$ cat config.mk
export PLATFORM = sky130hd
export DESIGN_NAME = eac_top
export DESIGN_NICKNAME = d
export VERILOG_FILES = /design/src/common/eac_pkg.sv /design/src/common/eac_nvm_if.sv /design/src/verilog/eac_nvm.sv /design/src/verilog/eac_top.sv
export VERILOG_INCLUDE_DIRS = /design/src /design/src/common
export SDC_FILE = /design/constraint.sdc
export NUM_CORES = 2
export LEC_CHECK = 0
export BUFFER_PORTS_ARGS = -buffer_cell sky130_fd_sc_hd__buf_4
export CORE_ASPECT_RATIO = 0.8
export CORE_UTILIZATION = 34
export DETAILED_ROUTE_END_ITERATION = 8
export PLACE_DENSITY = 0.56
export SKIP_CTS_REPAIR_TIMING = 1
export SKIP_LAST_GASP = 1
export SLEW_MARGIN = 20
export SYNTH_ARGS = -nofsm -noshare
export SYNTH_HDL_FRONTEND = slang
export SYNTH_SLANG_ARGS = --single-unit
$ cat constraint.sdc
create_clock -name clk_sys -period 19.8 [get_ports clk_sys]
set_clock_uncertainty 0.1 [all_clocks]
set_input_delay 1.98 -clock clk_sys [delete_from_list [all_inputs] [get_ports clk_sys]]
set_output_delay 1.98 -clock clk_sys [all_outputs]
set_load 0.02 [all_outputs]
$ cat src/common/eac_defs.svh
// constants of the byte eeprom access controller: offsets, fields, resets,
// stall and arm counts, programming times.
// assumes a 32-bit classic wishbone slave with byte-addressed words.
`ifndef EAC_DEFS_SVH
`define EAC_DEFS_SVH

// ==========================================================================
// register byte offsets
`define EAC_ADR_CTRL 4'h0
`define EAC_ADR_ADDR 4'h4
`define EAC_ADR_DATA 4'h8

// ==========================================================================
// control register fields
`define EAC_CTRL_RD 0
`define EAC_CTRL_PB 1
`define EAC_CTRL_ARM 2
`define EAC_CTRL_IEN 3
`define EAC_CTRL_MODE_LO 4
`define EAC_CTRL_MODE_HI 5

// ==========================================================================
// reset values
`define EAC_MODE_RST 2'h0
`define EAC_ADDR_RST 8'h00
`define EAC_DATA_RST 8'h00

// ==========================================================================
// cycle counts on clk_sys
`define EAC_RD_STALL 3'h4
`define EAC_PR_STALL 3'h2
`define EAC_ARM_CYC 3'h4

// ==========================================================================
// programming times, microseconds, and oscillator rate in khz
`define EAC_T_ATOMIC_US 3400
`define EAC_T_SPLIT_US 1800
`define EAC_OSC_KHZ 8000

`endif

$ cat src/common/eac_pkg.sv
// types of the byte eeprom access controller.
// assumes eac_defs.svh for the numeric constants; the enum encodings here are literal.
package eac_pkg;

  // ========================================================================
  // programming mode and bus states
  typedef enum logic [1:0] {
    EAC_MODE_ATOMIC = 2'h0,
    EAC_MODE_ERASE = 2'h1,
    EAC_MODE_WRITE = 2'h2,
    EAC_MODE_RSVD = 2'h3
  } eac_mode_t;

  typedef enum logic [1:0] {
    EAC_ST_IDLE = 2'h0,
    EAC_ST_WAIT = 2'h1,
    EAC_ST_ACK = 2'h3
  } eac_bus_st_t;

endpackage : eac_pkg

$ cat src/common/eac_nvm_if.sv
// link between the register front end and the array with its op timer.
// assumes both ends on clk_sys.
`timescale 1ns/1ns
interface eac_nvm_if;
  logic [7:0] rd_addr;
  logic [7:0] rd_data;
  logic op_start;
  eac_pkg::eac_mode_t op_mode;
  logic [7:0] op_addr;
  logic [7:0] op_data;
  logic op_busy;

  modport ctl (output rd_addr, op_start, op_mode, op_addr, op_data,
               input rd_data, op_busy);
  modport mem (input rd_addr, op_start, op_mode, op_addr, op_data,
               output rd_data, op_busy);
endinterface : eac_nvm_if

$ cat src/verilog/eac_nvm.sv
// 256-byte array with the programming timer.
// assumes osc_tick is a one-cycle pulse per oscillator period on clk_sys.
`timescale 1ns/1ns
`include "eac_defs.svh"
module eac_nvm #(
  parameter int ATOMIC_TICKS = (`EAC_T_ATOMIC_US * `EAC_OSC_KHZ) / 1000,
  parameter int SPLIT_TICKS = (`EAC_T_SPLIT_US * `EAC_OSC_KHZ) / 1000,
  parameter int CNT_W = 16
) (
  input wire logic clk_sys,
  input wire logic rst_b,
  input wire logic osc_tick,
  eac_nvm_if.mem nvm
);
  import eac_pkg::*;

  if (ATOMIC_TICKS < 1 || SPLIT_TICKS < 1 ||
      ATOMIC_TICKS >= (1 << CNT_W) || SPLIT_TICKS >= (1 << CNT_W))
  begin : g_bad_ticks
    $error("eac_nvm: tick counts out of range");
  end

  logic [7:0] mem_q [256];
  logic busy_q;
  logic [CNT_W-1:0] cnt_q;
  eac_mode_t mode_q;
  logic [7:0] addr_q;
  logic [7:0] data_q;

  // ========================================================================
  // read path
  assign nvm.rd_data = mem_q[nvm.rd_addr];
  assign nvm.op_busy = busy_q;

  // ========================================================================
  // op timer, counted in oscillator ticks
  always_ff @(posedge clk_sys or negedge rst_b) begin
    if (!rst_b) begin
      busy_q <= 1'b0;
      cnt_q <= '0;
      mode_q <= EAC_MODE_ATOMIC;
      addr_q <= 8'h00;
      data_q <= 8'h00;
    end else if (nvm.op_start && !busy_q) begin
      busy_q <= 1'b1;
      mode_q <= nvm.op_mode;
      addr_q <= nvm.op_addr;
      data_q <= nvm.op_data;
      if (nvm.op_mode == EAC_MODE_ATOMIC) begin
        cnt_q <= CNT_W'(ATOMIC_TICKS);
      end else begin
        cnt_q <= CNT_W'(SPLIT_TICKS);
      end
    end else if (busy_q && osc_tick) begin
      if (cnt_q == CNT_W'(1)) begin
        busy_q <= 1'b0;
      end
      cnt_q <= cnt_q - CNT_W'(1);
    end
  end

  // ========================================================================
  // array update at end of op
  always_ff @(posedge clk_sys) begin
    if (busy_q && osc_tick && cnt_q == CNT_W'(1)) begin
      case (mode_q)
        EAC_MODE_ATOMIC: mem_q[addr_q] <= data_q;
        EAC_MODE_ERASE: mem_q[addr_q] <= 8'hff;
        EAC_MODE_WRITE: mem_q[addr_q] <= mem_q[addr_q] & data_q;
        default: mem_q[addr_q] <= mem_q[addr_q];
      endcase
    end
  end

  done_clears_a: assert property (@(posedge clk_sys) disable iff (!rst_b)
    busy_q && osc_tick && cnt_q == CNT_W'(1) |=> !busy_q)
    else $error("op did not end at terminal count");

endmodule : eac_nvm

$ cat src/verilog/eac_top.sv
// byte eeprom access controller: wishbone register front end.
// assumes a classic wishbone master on clk_sys and an osc_tick strobe.
//
// Local design decisions: the Wishbone slave port and the placing of the registers.
`timescale 1ns/1ns
`include "eac_defs.svh"
module eac_top #(
  parameter int ATOMIC_TICKS = (`EAC_T_ATOMIC_US * `EAC_OSC_KHZ) / 1000,
  parameter int SPLIT_TICKS = (`EAC_T_SPLIT_US * `EAC_OSC_KHZ) / 1000
) (
  input wire logic clk_sys,
  input wire logic rst_b,
  input wire logic osc_tick,
  input wire logic global_irq_en,
  input wire logic wb_cyc_i,
  input wire logic wb_stb_i,
  input wire logic wb_we_i,
  input wire logic [3:0] wb_adr_i,
  input wire logic [3:0] wb_sel_i,
  input wire logic [31:0] wb_dat_i,
  output logic [31:0] wb_dat_o,
  output logic wb_ack_o,
  output logic nvm_ready_irq
);
  import eac_pkg::*;

  eac_nvm_if nvm ();

  eac_bus_st_t st_q;
  logic [2:0] stall_q;
  logic go_rd_q;
  logic go_pr_q;
  logic [31:0] dat_q;
  eac_mode_t mode_q;
  logic ien_q;
  logic arm_q;
  logic [2:0] arm_cnt_q;
  logic [7:0] addr_q;
  logic [7:0] data_q;
  logic take;
  logic fire;
  logic busy;
  logic ctrl_wr;
  logic go_rd_d;
  logic go_pr_d;
  logic [2:0] stall_d;
  logic [7:0] ctrl_rd;
  logic [31:0] rd_word;

  // ========================================================================
  // decode
  function automatic logic is_reg(input logic [3:0] adr,
                                  input logic [3:0] off);
    is_reg = (adr == off);
  endfunction : is_reg

  assign busy = nvm.op_busy;
  assign take = (st_q == EAC_ST_IDLE) && wb_cyc_i && wb_stb_i;
  assign fire = (st_q == EAC_ST_ACK);
  assign wb_ack_o = fire;
  assign ctrl_wr = wb_we_i && wb_sel_i[0] && is_reg(wb_adr_i, `EAC_ADR_CTRL);

  always_comb begin
    go_pr_d = ctrl_wr && wb_dat_i[`EAC_CTRL_PB] && arm_q && !busy &&
              (mode_q != EAC_MODE_RSVD);
    go_rd_d = ctrl_wr && wb_dat_i[`EAC_CTRL_RD] && !busy && !go_pr_d;
    if (go_rd_d) begin
      stall_d = `EAC_RD_STALL;
    end else if (go_pr_d) begin
      stall_d = `EAC_PR_STALL;
    end else begin
      stall_d = 3'h0;
    end
  end

  always_comb begin
    ctrl_rd = 8'h00;
    ctrl_rd[`EAC_CTRL_PB] = busy;
    ctrl_rd[`EAC_CTRL_ARM] = arm_q;
    ctrl_rd[`EAC_CTRL_IEN] = ien_q;
    ctrl_rd[`EAC_CTRL_MODE_HI:`EAC_CTRL_MODE_LO] = mode_q;
    if (is_reg(wb_adr_i, `EAC_ADR_CTRL)) begin
      rd_word = {24'h000000, ctrl_rd};
    end else if (is_reg(wb_adr_i, `EAC_ADR_ADDR)) begin
      rd_word = {24'h000000, addr_q};
    end else if (is_reg(wb_adr_i, `EAC_ADR_DATA)) begin
      rd_word = {24'h000000, data_q};
    end else begin
      rd_word = 32'h00000000;
    end
  end

  // ========================================================================
  // bus sequencer, stalls the cpu by holding back ack
  always_ff @(posedge clk_sys or negedge rst_b) begin
    if (!rst_b) begin
      st_q <= EAC_ST_IDLE;
      stall_q <= 3'h0;
      go_rd_q <= 1'b0;
      go_pr_q <= 1'b0;
    end else begin
      case (st_q)
        EAC_ST_IDLE: begin
          if (take) begin
            go_rd_q <= go_rd_d;
            go_pr_q <= go_pr_d;
            stall_q <= stall_d;
            st_q <= (stall_d != 3'h0) ? EAC_ST_WAIT : EAC_ST_ACK;
          end
        end
        EAC_ST_WAIT: begin
          stall_q <= stall_q - 3'h1;
          if (stall_q == 3'h1) begin
            st_q <= EAC_ST_ACK;
          end
        end
        EAC_ST_ACK: begin
          go_rd_q <= 1'b0;
          go_pr_q <= 1'b0;
          st_q <= EAC_ST_IDLE;
        end
        default: st_q <= EAC_ST_IDLE;
      endcase
    end
  end

  // ========================================================================
  // read data register for the bus
  always_ff @(posedge clk_sys or negedge rst_b) begin
    if (!rst_b) begin
      dat_q <= 32'h00000000;
    end else if (wb_cyc_i && wb_stb_i && !wb_we_i && st_q != EAC_ST_ACK) begin
      dat_q <= rd_word;
    end
  end
  assign wb_dat_o = dat_q;

  // ========================================================================
  // control register
  always_ff @(posedge clk_sys or negedge rst_b) begin
    if (!rst_b) begin
      mode_q <= EAC_MODE_ATOMIC;
      ien_q <= 1'b0;
    end else if (fire && ctrl_wr) begin
      if (!busy) begin
        mode_q <= eac_mode_t'(
          wb_dat_i[`EAC_CTRL_MODE_HI:`EAC_CTRL_MODE_LO]);
      end
      ien_q <= wb_dat_i[`EAC_CTRL_IEN];
    end
  end

  // ========================================================================
  // master arm window
  always_ff @(posedge clk_sys or negedge rst_b) begin
    if (!rst_b) begin
      arm_q <= 1'b0;
      arm_cnt_q <= 3'h0;
    end else if (fire && ctrl_wr && wb_dat_i[`EAC_CTRL_ARM] && !arm_q) begin
      arm_q <= 1'b1;
      arm_cnt_q <= `EAC_ARM_CYC;
    end else if (arm_q) begin
      arm_cnt_q <= arm_cnt_q - 3'h1;
      if (arm_cnt_q == 3'h1) begin
        arm_q <= 1'b0;
      end
    end
  end

  // ========================================================================
  // address and data registers
  always_ff @(posedge clk_sys or negedge rst_b) begin
    if (!rst_b) begin
      addr_q <= `EAC_ADDR_RST;
    end else if (fire && wb_we_i && wb_sel_i[0] &&
                 is_reg(wb_adr_i, `EAC_ADR_ADDR)) begin
      addr_q <= wb_dat_i[7:0];
    end
  end

  always_ff @(posedge clk_sys or negedge rst_b) begin
    if (!rst_b) begin
      data_q <= `EAC_DATA_RST;
    end else if (fire && go_rd_q) begin
      data_q <= nvm.rd_data;
    end else if (fire && wb_we_i && wb_sel_i[0] &&
                 is_reg(wb_adr_i, `EAC_ADR_DATA)) begin
      data_q <= wb_dat_i[7:0];
    end
  end

  // ========================================================================
  // array link and ready irq
  assign nvm.rd_addr = addr_q;
  assign nvm.op_start = fire && go_pr_q;
  assign nvm.op_mode = mode_q;
  assign nvm.op_addr = addr_q;
  assign nvm.op_data = data_q;
  assign nvm_ready_irq = ien_q && global_irq_en && !busy;

  eac_nvm #(
    .ATOMIC_TICKS(ATOMIC_TICKS),
    .SPLIT_TICKS(SPLIT_TICKS),
    .CNT_W(16)
  ) u_nvm (
    .clk_sys(clk_sys),
    .rst_b(rst_b),
    .osc_tick(osc_tick),
    .nvm(nvm)
  );

  // ========================================================================
  // checks
  arm_expiry_a: assert property (
    @(posedge clk_sys) disable iff (!rst_b)
    $rose(arm_q) |-> arm_q [*4] ##1 !arm_q)
    else $error("arm did not clear after four cycles");

  read_stall_a: assert property (
    @(posedge clk_sys) disable iff (!rst_b)
    take && go_rd_d |=> !wb_ack_o [*4] ##1 wb_ack_o)
    else $error("read stall not four cycles");

  prog_stall_a: assert property (
    @(posedge clk_sys) disable iff (!rst_b)
    take && go_pr_d |=> !wb_ack_o [*2] ##1 wb_ack_o)
    else $error("program stall not two cycles");

  busy_after_start_a: assert property (
    @(posedge clk_sys) disable iff (!rst_b)
    nvm.op_start |=> busy)
    else $error("busy not set after start");

  mode_lock_a: assert property (
    @(posedge clk_sys) disable iff (!rst_b)
    busy && fire |=> mode_q == $past(mode_q))
    else $error("mode changed while busy");

  refuse_busy_a: assert property (
    @(posedge clk_sys) disable iff (!rst_b)
    take && busy |=> !go_rd_q && !go_pr_q)
    else $error("access started while busy");

  start_armed_a: assert property (
    @(posedge clk_sys) disable iff (!rst_b)
    nvm.op_start |-> $past(arm_q, 3) && mode_q != EAC_MODE_RSVD)
    else $error("program started without arm");

  read_load_a: assert property (
    @(posedge clk_sys) disable iff (!rst_b)
    fire && go_rd_q |=> data_q == $past(nvm.rd_data))
    else $error("read byte not loaded");

  irq_gate_a: assert property (
    @(posedge clk_sys) disable iff (!rst_b)
    $rose(nvm_ready_irq) |-> ien_q && global_irq_en && !busy)
    else $error("ready irq without enable");

endmodule : eac_top

==> flow_metrics.tcl <==
set metrics [dict create \
    synth-seq-cells 2121 \
    p_sw_uw 2360 \
    nets 5448 \
    cap_viol_max_count 0 \
    routed_wl_um 335000 \
    ioPinCount 81 \
    io_buffers 29 \
    hpwlAfterDp_um 218000 \
    synthToLayoutAreaGrowth_pct 11.9 \
    drive_above_1_share_pct 28.2 \
    r2r_slack_ps 12110 \
    grt_util_all_layers_pct 22.4 \
    num_vias 58600 \
    r2r-end "u_nvm.mem_q[111][4]" \
    rsz0062_at_grt "false" \
    drc 0 \
    row_count 176 \
    reg2reg_depth 12 \
    detail_route.vias_per_cell 6.24 \
    share_comb_of_total_power_pct 7.4 \
    async_reset_ff_share_pct 3.44 \
    cts_inserted_buffers 213 \
    p_sw_share_pct 23.9 \
    r2r-start "u_nvm.addr_q[0]" \
    grt_antenna_before_repair 20 \
    cts_max_level 4 \
    numClockSinks 2121 \
    hold_end "u_nvm.mode_q[0]" \
    drt_first_pass_iters 6 \
    p_seq_share_pct 49.8 \
    antenna_left 0 \
    critPathCaptureType "flip-flop" \
    hold_viol 0 \
    grt.overflow.total 0 \
    grt_pass1_wl_um 463000 \
    status "complete, no violations" \
    p_per_area_nw_per_um2 89.2 \
    yosysWarnings 0 \
    place_congestion 0.910 \
    cp_max_fo 112 \
    final.fill_count 26200 \
    dpl.cell_count 9006 \
    final_cell_mix "2048 x edfxtp_1, 968 x mux4_2, 365 x mux2i_1" \
    timing.setup.tns_ps 0 \
    clkPwrFrac_pct 42.8 \
    p_leak_uw 0.0258 \
    required_ps 20110 \
    hold_path_class "flip-flop to flip-flop" \
    grt_pass1_vias 57400 \
    clockRootBuffer "clkbuf_16" \
    p_int_uw 7530 \
    multi_input_area_um2 34000 \
    yosysUniqueCellTypes 64 \
    die_h_um 485 \
    clock_latency_ps 910 \
    slew_violations 0 \
    pre_cts_ws_ps 11840 \
    avgSynthCellArea_um2 18.2 \
    synth_edf_count 2048 \
    crit_type "flip-flop to flip-flop" \
    netlist_area_um2 99000 \
    start_util_pct 34.3 \
    fin_crit_ps 7690 \
    ys_seq_area_share_pct 63.9 \
    fin_crit_sh_pct 38.9 \
    setup_ws_ps 12110 \
    relSlewSlack_pct 17.1 \
    dieArea_um2 293000 \
    hp-start "u_nvm.mode_q[0]" \
    clk_pin_slew_worst_paths_ps 70 \
    drt_iter0_drc 9051 \
    worst_pin_slew_ps 1240 \
    clockBufferDepth 4 \
    final_common_cell "edfxtp_1" \
    layout.cells.non_filler 9396 \
    setup_violations 0 \
    max_freq_mhz 130 \
    grt_start_max_net_pins 113 \
    cts_tree "built" \
    ir_drop_uv 69.4 \
    post_drt_wl_per_cell_um 35.7 \
    regArea_um2 63400 \
    die_width_um 605 \
    crit_path_start_kind "flip-flop" \
    syn_inst 5430 \
    ys.flop_type "edfxtp_1" \
    min_path_cells 2 \
    core_area_um2 288000 \
    cp.arrival_ps 8010 \
]
## cell usage after synthesis, types with 34 or more instances
cell type | number | area, µm²
nor2_1 | 367 | 1380
nand2_1 | 219 | 822
edfxtp_1 | 2048 | 61500
buf_1 | 68 | 255
o22ai_1 | 104 | 651
a22oi_1 | 140 | 1050
a21oi_1 | 110 | 551
mux2i_1 | 365 | 3650
nor2b_1 | 38 | 238
nor3_1 | 42 | 210
dfrtp_1 | 73 | 1830
mux4_2 | 968 | 21800
o21ai_0 | 103 | 515
buf_2 | 144 | 721
a221oi_1 | 34 | 298
clkbuf_1 | 211 | 792
nand3_1 | 75 | 375
nand4_1 | 34 | 213
## per-layer routing
| layer | vias up | GRT usage, % | share of wire, % |
|---|---|---|---|
| met5 | - | 0 | 0.024 |
| met4 | 10 | 8.41 | 4.2 |
| met3 | 596 | 7.41 | 12 |
| met2 | 3548 | 31.2 | 42 |
| met1 | 31700 | 32.3 | 41 |
| li1 | 22800 | - | - |
## stage by stage
step / hold slack, ps / instance area, µm² / util [%] / power [µW]
2_1_floorplan: 338 / 99100 / - / 5420
3_3_place_gp: 367 / 104000 / 35.9 / 5730
3_5_place_dp: 370 / 104000 / 35.9 / 5740
4_1_cts: 385 / 111000 / 38.4 / 9920
5_1_grt: 412 / 111000 / 38.4 / 10100
6_report: 380 / 111000 / 38.4 / 9890
## cell type report
class,instances,share of cell area (%)
diodes,8,0.0181
clock buffers,268,5.14
clock inverters,113,1.25
inverters,19,0.0666
multi-input cells,2857,30.7
flip-flops and latches,2121,57.2
well taps,3827,4.32
repair buffers,183,1.38
## worst max-delay path, stage by stage, from the launching register on
cell,delay [ps]
dfrtp_4,840
buf_12,500
buf_12,580
buf_12,520
buf_4,830
mux4_2,670
mux4_2,580
a22oi_1,530
a21oi_1,180
a21oi_1,260
a31oi_4,120
buf_4,380
buf_6,420
## how the worst max path moves through the flow
stage | startpoint | to | slack (ps) | cells after the start
after floorplan | osc_tick | u_nvm.mem_q[0][4] | 7600 | 7
after global placement | u_nvm.addr_q[0] | u_nvm.mem_q[92][7] | 11960 | 11
after detailed placement | u_nvm.addr_q[0] | u_nvm.mem_q[109][4] | 11840 | 11
after CTS | u_nvm.addr_q[0] | u_nvm.mem_q[245][4] | 11820 | 11
after global routing | u_nvm.addr_q[0] | u_nvm.mem_q[29][6] | 11570 | 10
final | u_nvm.addr_q[0] | u_nvm.mem_q[111][4] | 12110 | 12
## flip-flops by register name, indices dropped and copies added, names as in the netlist
name               count
stall_q                3
go_rd_q                1
go_pr_q                1
mode_q                 2
addr_q                 8
u_nvm.cnt_q           16
st_q                   2
u_nvm.nvm.op_busy      1
data_q                 8
u_nvm.data_q           8
wb_dat_o               8
ien_q                  1
arm_q                  1
u_nvm.mode_q           2
u_nvm.mem_q         2048
arm_cnt_q              3
u_nvm.addr_q           8
## power groups by stage
| stage | logic, µW | clock network [µW] | registers, µW |
|---|---|---|---|
| 2_1_floorplan | 438 | 0 | 4980 |
| 3_3_place_gp | 713 | 0 | 5020 |
| 3_5_place_dp | 717 | 0 | 5020 |
| 4_1_cts | 719 | 4280 | 4920 |
| 5_1_grt | 754 | 4430 | 4930 |
| 6_report | 731 | 4230 | 4930 |
## logic make-up after synthesis
family                   after synthesis  share of synthesized area [%]
XOR/XNOR                              11                         0.0973
AO/OA/AOI/OAI                        608                           4.05
adder cells (fa/ha/maj)                6                         0.0758
AND/OR/NAND/NOR                      862                           3.88
other                                  1                        0.00379
buffers and inverters                475                           2.11
multiplexers                        1346                           25.8
flip-flops                          2121                           63.9
No activity file was read; power rests on OpenSTA's default activity.
